### config.mk
export PLATFORM = sky130hd
export DESIGN_NAME = selvc_regbank
export DESIGN_NICKNAME = d
export VERILOG_FILES = /design/src/hdl/selvc_pkg.sv /design/src/hdl/selvc_regbank.sv /design/src/hdl/selvc_err_classify.sv /design/src/hdl/selvc_irq.sv
export SDC_FILE = /design/constraint.sdc
export NUM_CORES = 1
export LEC_CHECK = 0
export ABC_AREA = 0
export BUFFER_PORTS_ARGS = -buffer_cell sky130_fd_sc_hd__buf_2
export CORE_MARGIN = 2
export CORE_UTILIZATION = 53
export CTS_BUF_LIST = sky130_fd_sc_hd__clkbuf_16
export CTS_CLUSTER_SIZE = 25
export DETAILED_ROUTE_END_ITERATION = 12
export PLACE_DENSITY = 0.8
export SLEW_MARGIN = 20
export SYNTH_ARGS = -nofsm -noshare
export SYNTH_HDL_FRONTEND = slang
export SYNTH_SLANG_ARGS = --single-unit
### constraint.sdc
create_clock -name sys_clk -period 5.76 [get_ports sys_clk]
set_input_delay 0.576 -clock sys_clk [delete_from_list [all_inputs] [get_ports sys_clk]]
set_output_delay 0.576 -clock sys_clk [all_outputs]
set_load 0.005 [all_outputs]
### src/hdl/selvc_pkg.sv
package selvc_pkg;

    // Register byte offsets
    localparam logic [11:0] SELVC_SEV_OFS   = 12'h134;
    localparam logic [11:0] SELVC_PTR_OFS   = 12'h138;
    localparam logic [11:0] SELVC_HLOG_OFS  = 12'h13C;
    localparam logic [11:0] SELVC_RSV_OFS   = 12'h14C;
    localparam logic [11:0] SELVC_VCHDR_OFS = 12'h150;
    localparam logic [11:0] SELVC_PCAP1_OFS = 12'h154;
    localparam logic [11:0] SELVC_PCAP2_OFS = 12'h158;
    localparam logic [11:0] SELVC_PCTL_OFS  = 12'h15C;
    localparam logic [11:0] SELVC_R0CAP_OFS = 12'h160;
    localparam logic [11:0] SELVC_R0CTL_OFS = 12'h164;
    localparam logic [11:0] SELVC_ISTS_OFS  = 12'h180;
    localparam logic [11:0] SELVC_IMSK_OFS  = 12'h184;

    // Severity register layout
    localparam int          SELVC_ERR_CNT   = 14;
    localparam logic [4:0]  SELVC_RSV_CODE  = 5'h04;
    localparam logic [13:0] SELVC_SEV_RST   = 14'h1340;
    localparam logic [13:0] SELVC_SEV_WMSK  = 14'h3FEF;

    // Header log layout
    localparam int          SELVC_HLOG_WDS  = 4;
    localparam int          SELVC_PTR_W     = 5;
    localparam logic [19:0] SELVC_HLOG_RSV  = 20'h00000;

    // Channel capability constants
    localparam logic [15:0] SELVC_VC_ID     = 16'h0002;
    localparam logic [3:0]  SELVC_VC_VER    = 4'h1;
    localparam logic [11:0] SELVC_VC_NEXT   = 12'h000;
    localparam logic [6:0]  SELVC_TCMAP_RST = 7'h7F;
    localparam logic [2:0]  SELVC_VC_NUM    = 3'h0;
    localparam logic        SELVC_TC0_MAP   = 1'b1;
    localparam logic        SELVC_VC_EN     = 1'b1;

    // Interrupt status bit positions
    localparam int          SELVC_IRQ_W     = 3;
    localparam int          SELVC_IRQ_FAT   = 0;
    localparam int          SELVC_IRQ_NFAT  = 1;
    localparam int          SELVC_IRQ_LOG   = 2;

    // Log capture state
    typedef enum logic [1:0] {
        SELVC_LOG_EMPTY = 2'b01,
        SELVC_LOG_HELD  = 2'b10
    } selvc_log_type;

endpackage : selvc_pkg

### src/hdl/selvc_regbank.sv
// Behaviour
// - Severity bits 0-3,5-13 sticky RW; 6,8,9,12 reset one; rest zero.
// - Five-bit sticky pointer names first logged error, resets to zero.
// - Log bits 35:0 hold attribute phase byte enables and address/data.
// - Log bits 39:36 hold command lines of first address phase.
// - Log bits 43:40 hold dual-cycle second command; 63:44 read zero.
// - Log bits 95:64 hold first address phase address.
// - Log bits 127:96 hold dual-cycle second address; all sticky, RO.
// - Log spans four dwords; the dword after it is reserved zero.
// - Channel header returns identifier 0002h in bits 15:0.
// - Channel header returns version 1 in bits 19:16.
// - Channel header next pointer reads zero, ending the list.
// - First port channel capability dword reads all zero.
// - Second port channel capability dword reads zero.
// - Port channel control half reads zero; writes ignored.
// - Port channel status bit 16 always reads zero.
// - Channel 0 resource capability dword reads all zero.
// - Resource control: TC0 map one, TC7..1 RW reset 7Fh, ID 0, enable 1.
//
// Register access over APB is this design's own decision.
`timescale 1ns/1ps
module selvc_regbank
    import selvc_pkg::*;
(
    input  wire logic        sys_clk,
    input  wire logic        sys_rst,
    input  wire logic        hot_rst,
    input  wire logic [11:0] paddr,
    input  wire logic        psel,
    input  wire logic        penable,
    input  wire logic        pwrite,
    input  wire logic [31:0] pwdata,
    output logic      [31:0] prdata,
    output logic             pready,
    output logic             pslverr,
    input  wire logic        err_valid,
    input  wire logic [4:0]  err_code,
    input  wire logic [13:0] err_mask,
    input  wire logic [3:0]  hdr_attr_cbe,
    input  wire logic [31:0] hdr_attr_ad,
    input  wire logic [3:0]  hdr_cmd_lo,
    input  wire logic [3:0]  hdr_cmd_hi,
    input  wire logic [31:0] hdr_addr_lo,
    input  wire logic [31:0] hdr_addr_hi,
    input  wire logic        hdr_dac,
    output logic             err_fatal,
    output logic             err_nonfatal,
    output logic [7:0]       tc_map,
    output logic             log_held,
    output logic             irq
);

    // Address match against a register offset
    function automatic logic addr_is(
        input logic [11:0] a,
        input logic [11:0] ofs
    );
        addr_is = (a == ofs);
    endfunction : addr_is

    logic [13:0]              sev_ff;
    logic [SELVC_PTR_W-1:0]   ptr_ff;
    logic [127:0]             hlog_ff;
    logic [127:0]             nxt_hlog;
    logic [6:0]               tcmap_ff;
    logic [31:0]              prdata_ff;
    logic [31:0]              nxt_prdata;
    logic                     pslverr_ff;
    logic                     nxt_err;
    selvc_log_type            log_ff;
    logic [31:0]              hword [0:SELVC_HLOG_WDS-1];
    logic                     setup;
    logic                     wr_acc;
    logic                     accept;
    logic                     cap;
    logic                     rearm;
    logic                     wr_sts;
    logic                     wr_msk;
    logic [SELVC_IRQ_W-1:0]   evt;
    logic [SELVC_IRQ_W-1:0]   sts;
    logic [SELVC_IRQ_W-1:0]   msk;
    logic [31:0]              vc_hdr;
    logic [31:0]              r0ctl;

    // Bus phase decode
    assign setup  = psel & ~penable;
    assign wr_acc = psel & penable & pwrite;
    assign pready = 1'b1;

    // Derived write strobes
    assign wr_sts = wr_acc & addr_is(paddr, SELVC_ISTS_OFS);
    assign wr_msk = wr_acc & addr_is(paddr, SELVC_IMSK_OFS);
    assign rearm  = wr_sts & pwdata[SELVC_IRQ_LOG];

    // Fixed capability header word
    assign vc_hdr = {SELVC_VC_NEXT,
                     SELVC_VC_VER,
                     SELVC_VC_ID};

    // Resource control readback
    assign r0ctl = {SELVC_VC_EN,
                    4'h0,
                    SELVC_VC_NUM,
                    16'h0000,
                    tcmap_ff,
                    SELVC_TC0_MAP};

    // Error classification
    selvc_err_classify u_classify (
        .sys_clk     (sys_clk),
        .sys_rst     (sys_rst),
        .err_valid   (err_valid),
        .err_code    (err_code),
        .err_mask    (err_mask),
        .sev         (sev_ff),
        .accept      (accept),
        .fatal_ff    (err_fatal),
        .nonfatal_ff (err_nonfatal)
    );

    // Capture only while the log is free
    assign cap = accept && (log_ff == SELVC_LOG_EMPTY);

    // Interrupt events
    always_comb
    begin
        evt                 = '0;
        evt[SELVC_IRQ_FAT]  = err_fatal;
        evt[SELVC_IRQ_NFAT] = err_nonfatal;
        evt[SELVC_IRQ_LOG]  = cap;
    end

    // Status, mask and interrupt line
    selvc_irq u_irq (
        .sys_clk (sys_clk),
        .sys_rst (sys_rst),
        .evt     (evt),
        .wr_sts  (wr_sts),
        .wr_msk  (wr_msk),
        .wdata   (pwdata[SELVC_IRQ_W-1:0]),
        .sts_ff  (sts),
        .msk_ff  (msk),
        .irq     (irq)
    );

    // Severity register, sticky over hot reset
    always_ff @(posedge sys_clk or posedge sys_rst)
    begin
        if (sys_rst)
            sev_ff <= SELVC_SEV_RST;
        else if (wr_acc && addr_is(paddr, SELVC_SEV_OFS))
            sev_ff <= pwdata[13:0] & SELVC_SEV_WMSK;
    end

    // Log occupancy, re-armed by clearing its status bit
    always_ff @(posedge sys_clk or posedge sys_rst)
    begin
        if (sys_rst)
            log_ff <= SELVC_LOG_EMPTY;
        else
        begin
            case (log_ff)
                SELVC_LOG_EMPTY:
                begin
                    if (cap)
                        log_ff <= SELVC_LOG_HELD;
                end
                SELVC_LOG_HELD:
                begin
                    if (rearm)
                        log_ff <= SELVC_LOG_EMPTY;
                end
                default:
                    log_ff <= SELVC_LOG_EMPTY;
            endcase
        end
    end

    assign log_held = (log_ff == SELVC_LOG_HELD);

    // First error pointer, sticky read-only
    always_ff @(posedge sys_clk or posedge sys_rst)
    begin
        if (sys_rst)
            ptr_ff <= '0;
        else if (cap)
            ptr_ff <= err_code;
    end

    // Header log image of the failing transaction
    always_comb
    begin
        nxt_hlog = {hdr_dac ? hdr_addr_hi : 32'h0,
                    hdr_addr_lo,
                    SELVC_HLOG_RSV,
                    hdr_dac ? hdr_cmd_hi : 4'h0,
                    hdr_cmd_lo,
                    hdr_attr_cbe,
                    hdr_attr_ad};
    end

    // Header log storage, sticky read-only
    always_ff @(posedge sys_clk or posedge sys_rst)
    begin
        if (sys_rst)
            hlog_ff <= '0;
        else if (cap)
            hlog_ff <= nxt_hlog;
    end

    // Split log into readable dwords
    generate
        for (genvar k = 0; k < SELVC_HLOG_WDS; k++)
        begin : g_hword
            assign hword[k] = hlog_ff[32*k +: 32];
        end
    endgenerate

    // Traffic class map, restored by hot reset
    always_ff @(posedge sys_clk or posedge sys_rst)
    begin
        if (sys_rst)
            tcmap_ff <= SELVC_TCMAP_RST;
        else if (hot_rst)
            tcmap_ff <= SELVC_TCMAP_RST;
        else if (wr_acc && addr_is(paddr, SELVC_R0CTL_OFS))
            tcmap_ff <= pwdata[7:1];
    end

    assign tc_map = {tcmap_ff, SELVC_TC0_MAP};

    // Read decode and unmapped detection
    always_comb
    begin
        nxt_prdata = 32'h0;
        nxt_err    = 1'b0;
        if (addr_is(paddr, SELVC_SEV_OFS))
            nxt_prdata = {18'h0, sev_ff};
        else if (addr_is(paddr, SELVC_PTR_OFS))
            nxt_prdata = {27'h0, ptr_ff};
        else if (addr_is(paddr, SELVC_RSV_OFS))
            nxt_prdata = 32'h0;
        else if (addr_is(paddr, SELVC_VCHDR_OFS))
            nxt_prdata = vc_hdr;
        else if (addr_is(paddr, SELVC_PCAP1_OFS))
            nxt_prdata = 32'h0;
        else if (addr_is(paddr, SELVC_PCAP2_OFS))
            nxt_prdata = 32'h0;
        else if (addr_is(paddr, SELVC_PCTL_OFS))
            nxt_prdata = 32'h0;
        else if (addr_is(paddr, SELVC_R0CAP_OFS))
            nxt_prdata = 32'h0;
        else if (addr_is(paddr, SELVC_R0CTL_OFS))
            nxt_prdata = r0ctl;
        else if (addr_is(paddr, SELVC_ISTS_OFS))
            nxt_prdata = {29'h0, sts};
        else if (addr_is(paddr, SELVC_IMSK_OFS))
            nxt_prdata = {29'h0, msk};
        else
            nxt_err = 1'b1;
        for (int k = 0; k < SELVC_HLOG_WDS; k++)
        begin
            if (addr_is(paddr, SELVC_HLOG_OFS + 12'(4 * k)))
            begin
                nxt_prdata = hword[k];
                nxt_err    = 1'b0;
            end
        end
    end

    // Read data held from setup into access phase
    always_ff @(posedge sys_clk or posedge sys_rst)
    begin
        if (sys_rst)
        begin
            prdata_ff  <= 32'h0;
            pslverr_ff <= 1'b0;
        end
        else if (setup)
        begin
            prdata_ff  <= pwrite ? 32'h0 : nxt_prdata;
            pslverr_ff <= nxt_err;
        end
    end

    assign prdata  = prdata_ff;
    assign pslverr = pslverr_ff & psel & penable;

    AST_SEV_WRITE: assert property (
        @(posedge sys_clk) disable iff (sys_rst)
        wr_acc && addr_is(paddr, SELVC_SEV_OFS)
        |=> sev_ff == ($past(pwdata[13:0]) & SELVC_SEV_WMSK))
        else $error("severity write wrong");

    AST_PTR_CAPTURE: assert property (
        @(posedge sys_clk) disable iff (sys_rst)
        cap |=> ptr_ff == $past(err_code) && log_held)
        else $error("pointer not captured");

    AST_HLOG_FIELDS: assert property (
        @(posedge sys_clk) disable iff (sys_rst)
        cap |=> hlog_ff[95:64] == $past(hdr_addr_lo)
             && hlog_ff[39:36] == $past(hdr_cmd_lo)
             && hlog_ff[35:0] == $past({hdr_attr_cbe, hdr_attr_ad}))
        else $error("header log fields wrong");

    AST_HLOG_SAC: assert property (
        @(posedge sys_clk) disable iff (sys_rst)
        cap && !hdr_dac |=> hlog_ff[127:96] == 32'h0
                         && hlog_ff[63:40] == 24'h0)
        else $error("single cycle log not zeroed");

    AST_HLOG_HOLD: assert property (
        @(posedge sys_clk) disable iff (sys_rst)
        log_held && !rearm |=> $stable(hlog_ff) && $stable(ptr_ff))
        else $error("held log changed");

    AST_VCHDR_READ: assert property (
        @(posedge sys_clk) disable iff (sys_rst)
        setup && !pwrite && addr_is(paddr, SELVC_VCHDR_OFS)
        |=> prdata == 32'h00010002)
        else $error("capability header wrong");

    AST_ZERO_CAPS: assert property (
        @(posedge sys_clk) disable iff (sys_rst)
        setup && (addr_is(paddr, SELVC_PCAP1_OFS)
               || addr_is(paddr, SELVC_PCAP2_OFS)
               || addr_is(paddr, SELVC_PCTL_OFS)
               || addr_is(paddr, SELVC_R0CAP_OFS))
        |=> prdata == 32'h0 && !pslverr)
        else $error("fixed capability not zero");

    AST_R0CTL_READ: assert property (
        @(posedge sys_clk) disable iff (sys_rst)
        setup && !pwrite && addr_is(paddr, SELVC_R0CTL_OFS)
        |=> prdata[31] && prdata[0] && prdata[26:24] == 3'h0
         && prdata[7:1] == $past(tcmap_ff))
        else $error("resource control wrong");

    // Hot reset restores the map only, leaves sticky severity alone
    AST_TCMAP_HOT: assert property (
        @(posedge sys_clk) disable iff (sys_rst)
        hot_rst |=> tcmap_ff == SELVC_TCMAP_RST)
        else $error("map not restored by hot reset");

    AST_SEV_STICKY: assert property (
        @(posedge sys_clk) disable iff (sys_rst)
        hot_rst && !(wr_acc && addr_is(paddr, SELVC_SEV_OFS))
        |=> $stable(sev_ff))
        else $error("severity lost on hot reset");

    // Clearing the log status bit frees the log
    AST_LOG_REARM: assert property (
        @(posedge sys_clk) disable iff (sys_rst)
        log_held && rearm |=> !log_held)
        else $error("log not re-armed");

endmodule : selvc_regbank

### src/hdl/selvc_err_classify.sv
`timescale 1ns/1ps
module selvc_err_classify
    import selvc_pkg::*;
(
    input  wire logic        sys_clk,
    input  wire logic        sys_rst,
    input  wire logic        err_valid,
    input  wire logic [4:0]  err_code,
    input  wire logic [13:0] err_mask,
    input  wire logic [13:0] sev,
    output logic             accept,
    output logic             fatal_ff,
    output logic             nonfatal_ff
);

    // Legal, unreserved and unmasked error
    assign accept = err_valid
                  && (err_code < 5'(SELVC_ERR_CNT))
                  && (err_code != SELVC_RSV_CODE)
                  && !err_mask[err_code[3:0]];

    // Severity picks fatal or non-fatal
    always_ff @(posedge sys_clk or posedge sys_rst)
    begin
        if (sys_rst)
        begin
            fatal_ff    <= 1'b0;
            nonfatal_ff <= 1'b0;
        end
        else
        begin
            fatal_ff    <= accept & sev[err_code[3:0]];
            nonfatal_ff <= accept & ~sev[err_code[3:0]];
        end
    end

    AST_FATAL_CLASS: assert property (
        @(posedge sys_clk) disable iff (sys_rst)
        accept && sev[err_code[3:0]] |=> fatal_ff && !nonfatal_ff)
        else $error("fatal class missed");

    AST_NONFATAL_CLASS: assert property (
        @(posedge sys_clk) disable iff (sys_rst)
        accept && !sev[err_code[3:0]] |=> nonfatal_ff && !fatal_ff)
        else $error("non-fatal class missed");

endmodule : selvc_err_classify

### src/hdl/selvc_irq.sv
`timescale 1ns/1ps
module selvc_irq
    import selvc_pkg::*;
(
    input  wire logic                   sys_clk,
    input  wire logic                   sys_rst,
    input  wire logic [SELVC_IRQ_W-1:0] evt,
    input  wire logic                   wr_sts,
    input  wire logic                   wr_msk,
    input  wire logic [SELVC_IRQ_W-1:0] wdata,
    output logic      [SELVC_IRQ_W-1:0] sts_ff,
    output logic      [SELVC_IRQ_W-1:0] msk_ff,
    output logic                        irq
);

    // Sticky status, set wins over write-one clear
    always_ff @(posedge sys_clk or posedge sys_rst)
    begin
        if (sys_rst)
            sts_ff <= '0;
        else
            sts_ff <= (sts_ff & ~({SELVC_IRQ_W{wr_sts}} & wdata)) | evt;
    end

    // Enable mask
    always_ff @(posedge sys_clk or posedge sys_rst)
    begin
        if (sys_rst)
            msk_ff <= '0;
        else if (wr_msk)
            msk_ff <= wdata;
    end

    assign irq = |(sts_ff & msk_ff);

    AST_IRQ_SET_WINS: assert property (
        @(posedge sys_clk) disable iff (sys_rst)
        |(evt & msk_ff) && !wr_msk |=> irq)
        else $error("event lost or not raised");

endmodule : selvc_irq

==> impl_metrics.ini <==
[placed_design]
port_buffers = 203
pre_cts_ws_ns = 2.27
place_area_um2 = 9750
place_inst = 1141
dp_hpwl_mm = 15.3
routabilityCongestion = 0.894

[global_routing]
grt_max_degree = 95
grtUsageMet3_pct = 5.42
antenna_found_initial = 6
grt_pass1_vias = 6736
grt_usage_pct = 26.0
met1_usage_pct = 35.1
grt_most_used_layer = met2
grt_pass1_wl_mm = 35.6
grt.met2_usage_pct = 41.1
overflow = 0

[synthesis]
syn_area_um2 = 8670
synth-async-reset-ratio_pct = 100
syn_inst = 762
ys.flop_type = dfrtp_1
ys_ff_latch = 176
synth_edf_count = 0
syn_avg_cell_area_um2 = 11.4
ys_types = 70
yosysWarningCount = 0
ys_seq_area_share_pct = 51.0

[clock_tree]
tritoncts = built
cts_buffer_depth = 2
cts.sinks = 176
cts_setup_buffers = 0
numCtsBuffers = 17
cts_hold_buffers = 0
post_cts_resized = 0
cts-root-buf = clkbuf_16
htree_levels = 4
clock_latency_ns = 0.42
clk_pin_slew_ns = 0.07

[pwr]
p_leak_nw = 4.84
cellPowerDensity_nw_per_um2 = 331
vdd_drop_max_mv = 0.214

[worst_setup_path]
cp.required_ns = 6.07
rr_worst_depth = 4
worstSetupPathType = in -> reg
critPathArrivalTime_ns = 3.37
reg2reg_to = hlog_ff[80]
end_kind = flop
rrSetupSlack_ns = 3.23
crit_path_start_kind = input port
crit_fanout = 94
r2r-start = log_ff[0]

[floorplanning]
dieArea_um2 = 17400
io_pins = 225
core_area_um2 = 15900
die_w_um = 132
start_util_pct = 54.4
die_h_um = 132
fp-row-count = 46

[timing]
fmax_mhz = 326
postLayoutSetupSlackWorst_ns = 2.70
hold_viol = 0
setup_tns_ns = 0
rsz0062_at_grt = no
fin_crit_sh_pct = 53.2
finalSetupViolations = 0
finalCriticalPeriod_ns = 3.06
fin_skew_ns = 0.00861
maxSlewHeadroom_pct = 29.0
tightest_slew_ns = 1.05
slew_violations = 0

[routing]
vias = 6759
wl_mm = 22.1
firstDrtPassIters = 5
post_drt_wl_per_cell_um = 18.7
drtIter0Drc = 547
drcViolationCount = 0
ant_nets = 0
viasPerCell = 5.74

[layout]
drive_gt1_share_pct = 38.6
post-route-util_pct = 65.4
final_cell_mix = buf_2 (203), dfrtp_1 (164), nand2_1 (93), mux2_2 (82), inv_1 (44)
final_common_cell = buf_2
area_growth_pct = 20.2
final_cell_area_um2 = 10400
num-nets-final = 1123
final_cells = 1178

[status]
status = completed

[worst_hold_path]
hp-class = in -> async

[flow_run]
max_cap_viol_count = 0
[worst max path at each step]
stage,to,cells after the start,from,slack (ns)
after CTS,hlog_ff[20],7,err_code[0],2.72
after global routing,hlog_ff[80],7,err_code[0],2.60
after floorplan,hlog_ff[0],1,sys_rst,0.43
after global placement,hlog_ff[82],7,err_code[0],2.30
after detailed placement,hlog_ff[38],7,err_code[0],2.27
final,hlog_ff[80],7,err_code[0],2.70
[cell usage after synthesis, types with 4 or more instances]
library cell	count	area, um^2
inv_1	45	169
a21o_1	18	135
o22ai_1	4	25.0
nor4_1	5	31.3
a211o_1	7	61.3
buf_1	4	15.0
dfrtp_1	164	4100
nor2b_1	10	62.6
o21ai_0	27	135
dfstp_2	12	315
mux2i_1	40	400
a21oi_1	29	145
nor2_1	17	63.8
buf_6	10	113
mux2_2	82	923
buf_4	4	30.0
a2111oi_0	4	35.0
a32oi_1	7	61.3
buf_2	5	25.0
nor3_1	6	30.0
a221oi_1	8	70.1
nand3_1	6	30.0
nand2_1	93	349
and3_1	10	62.6
clkbuf_1	27	101
a22oi_1	17	128
nand2b_1	13	81.3
a211oi_1	5	37.5
mux2_4	11	165
[power breakdown]
part,switching (mW),leakage [nW],internal [mW]
Combinational,0.215,2.33,0.284
Sequential,0.154,2.19,1.52
Clock,0.500,0.314,0.777
[registers in the layout, summed over array words and instances, names as in the netlist]
signal / count
sev_ff: 13
u_classify.fatal_ff: 1
hlog_ff: 108
ptr_ff: 5
tcmap_ff: 7
u_irq.sts_ff: 3
u_irq.msk_ff: 3
u_classify.nonfatal_ff: 1
prdata: 32
log_ff: 2
pslverr_ff: 1
[critical path, cell delays in order]
cell	delay, ns
buf_2	0.25
mux4_1	0.58
mux2_4	0.30
or3_4	0.34
o21ai_4	0.30
buf_12	0.50
mux2_2	0.40
[metal layers]
metal  up-vias  routed length, um
met5         -                 13
met4         2                525
met3        35               1620
met2       267              10500
met1      3338               9450
li1       3117                  -
[cell families after synthesis]
| group | count (synthesis) | share of synthesized area, % |
|---|---|---|
| AOI/OAI and AO/OA | 162 | 13.4 |
| buffers and inverters | 97 | 5.69 |
| DFF | 176 | 51.0 |
| muxes | 138 | 18.6 |
| other | 1 | 0.0433 |
| and+or+nand+nor | 188 | 11.3 |
[stage by stage]
step,power [mW],hold slack [ns]
floorplan,2.03,0.451
global placement,2.16,0.434
detailed placement,2.19,0.444
CTS,3.47,0.171
global route,3.62,0.184
finish,3.45,0.156
[area by class of cell]
cell class / count / area (um^2)
multi-input cells: 490 / 3780
clock inverters: 15 / 229
diodes: 5 / 12.5
clock buffers: 17 / 425
flip-flops and latches: 176 / 4420
fillers: 1278 / 5520
well taps: 216 / 270
repair buffers: 214 / 1110
inverters: 45 / 174
No activity file was read; power rests on OpenSTA's default activity.
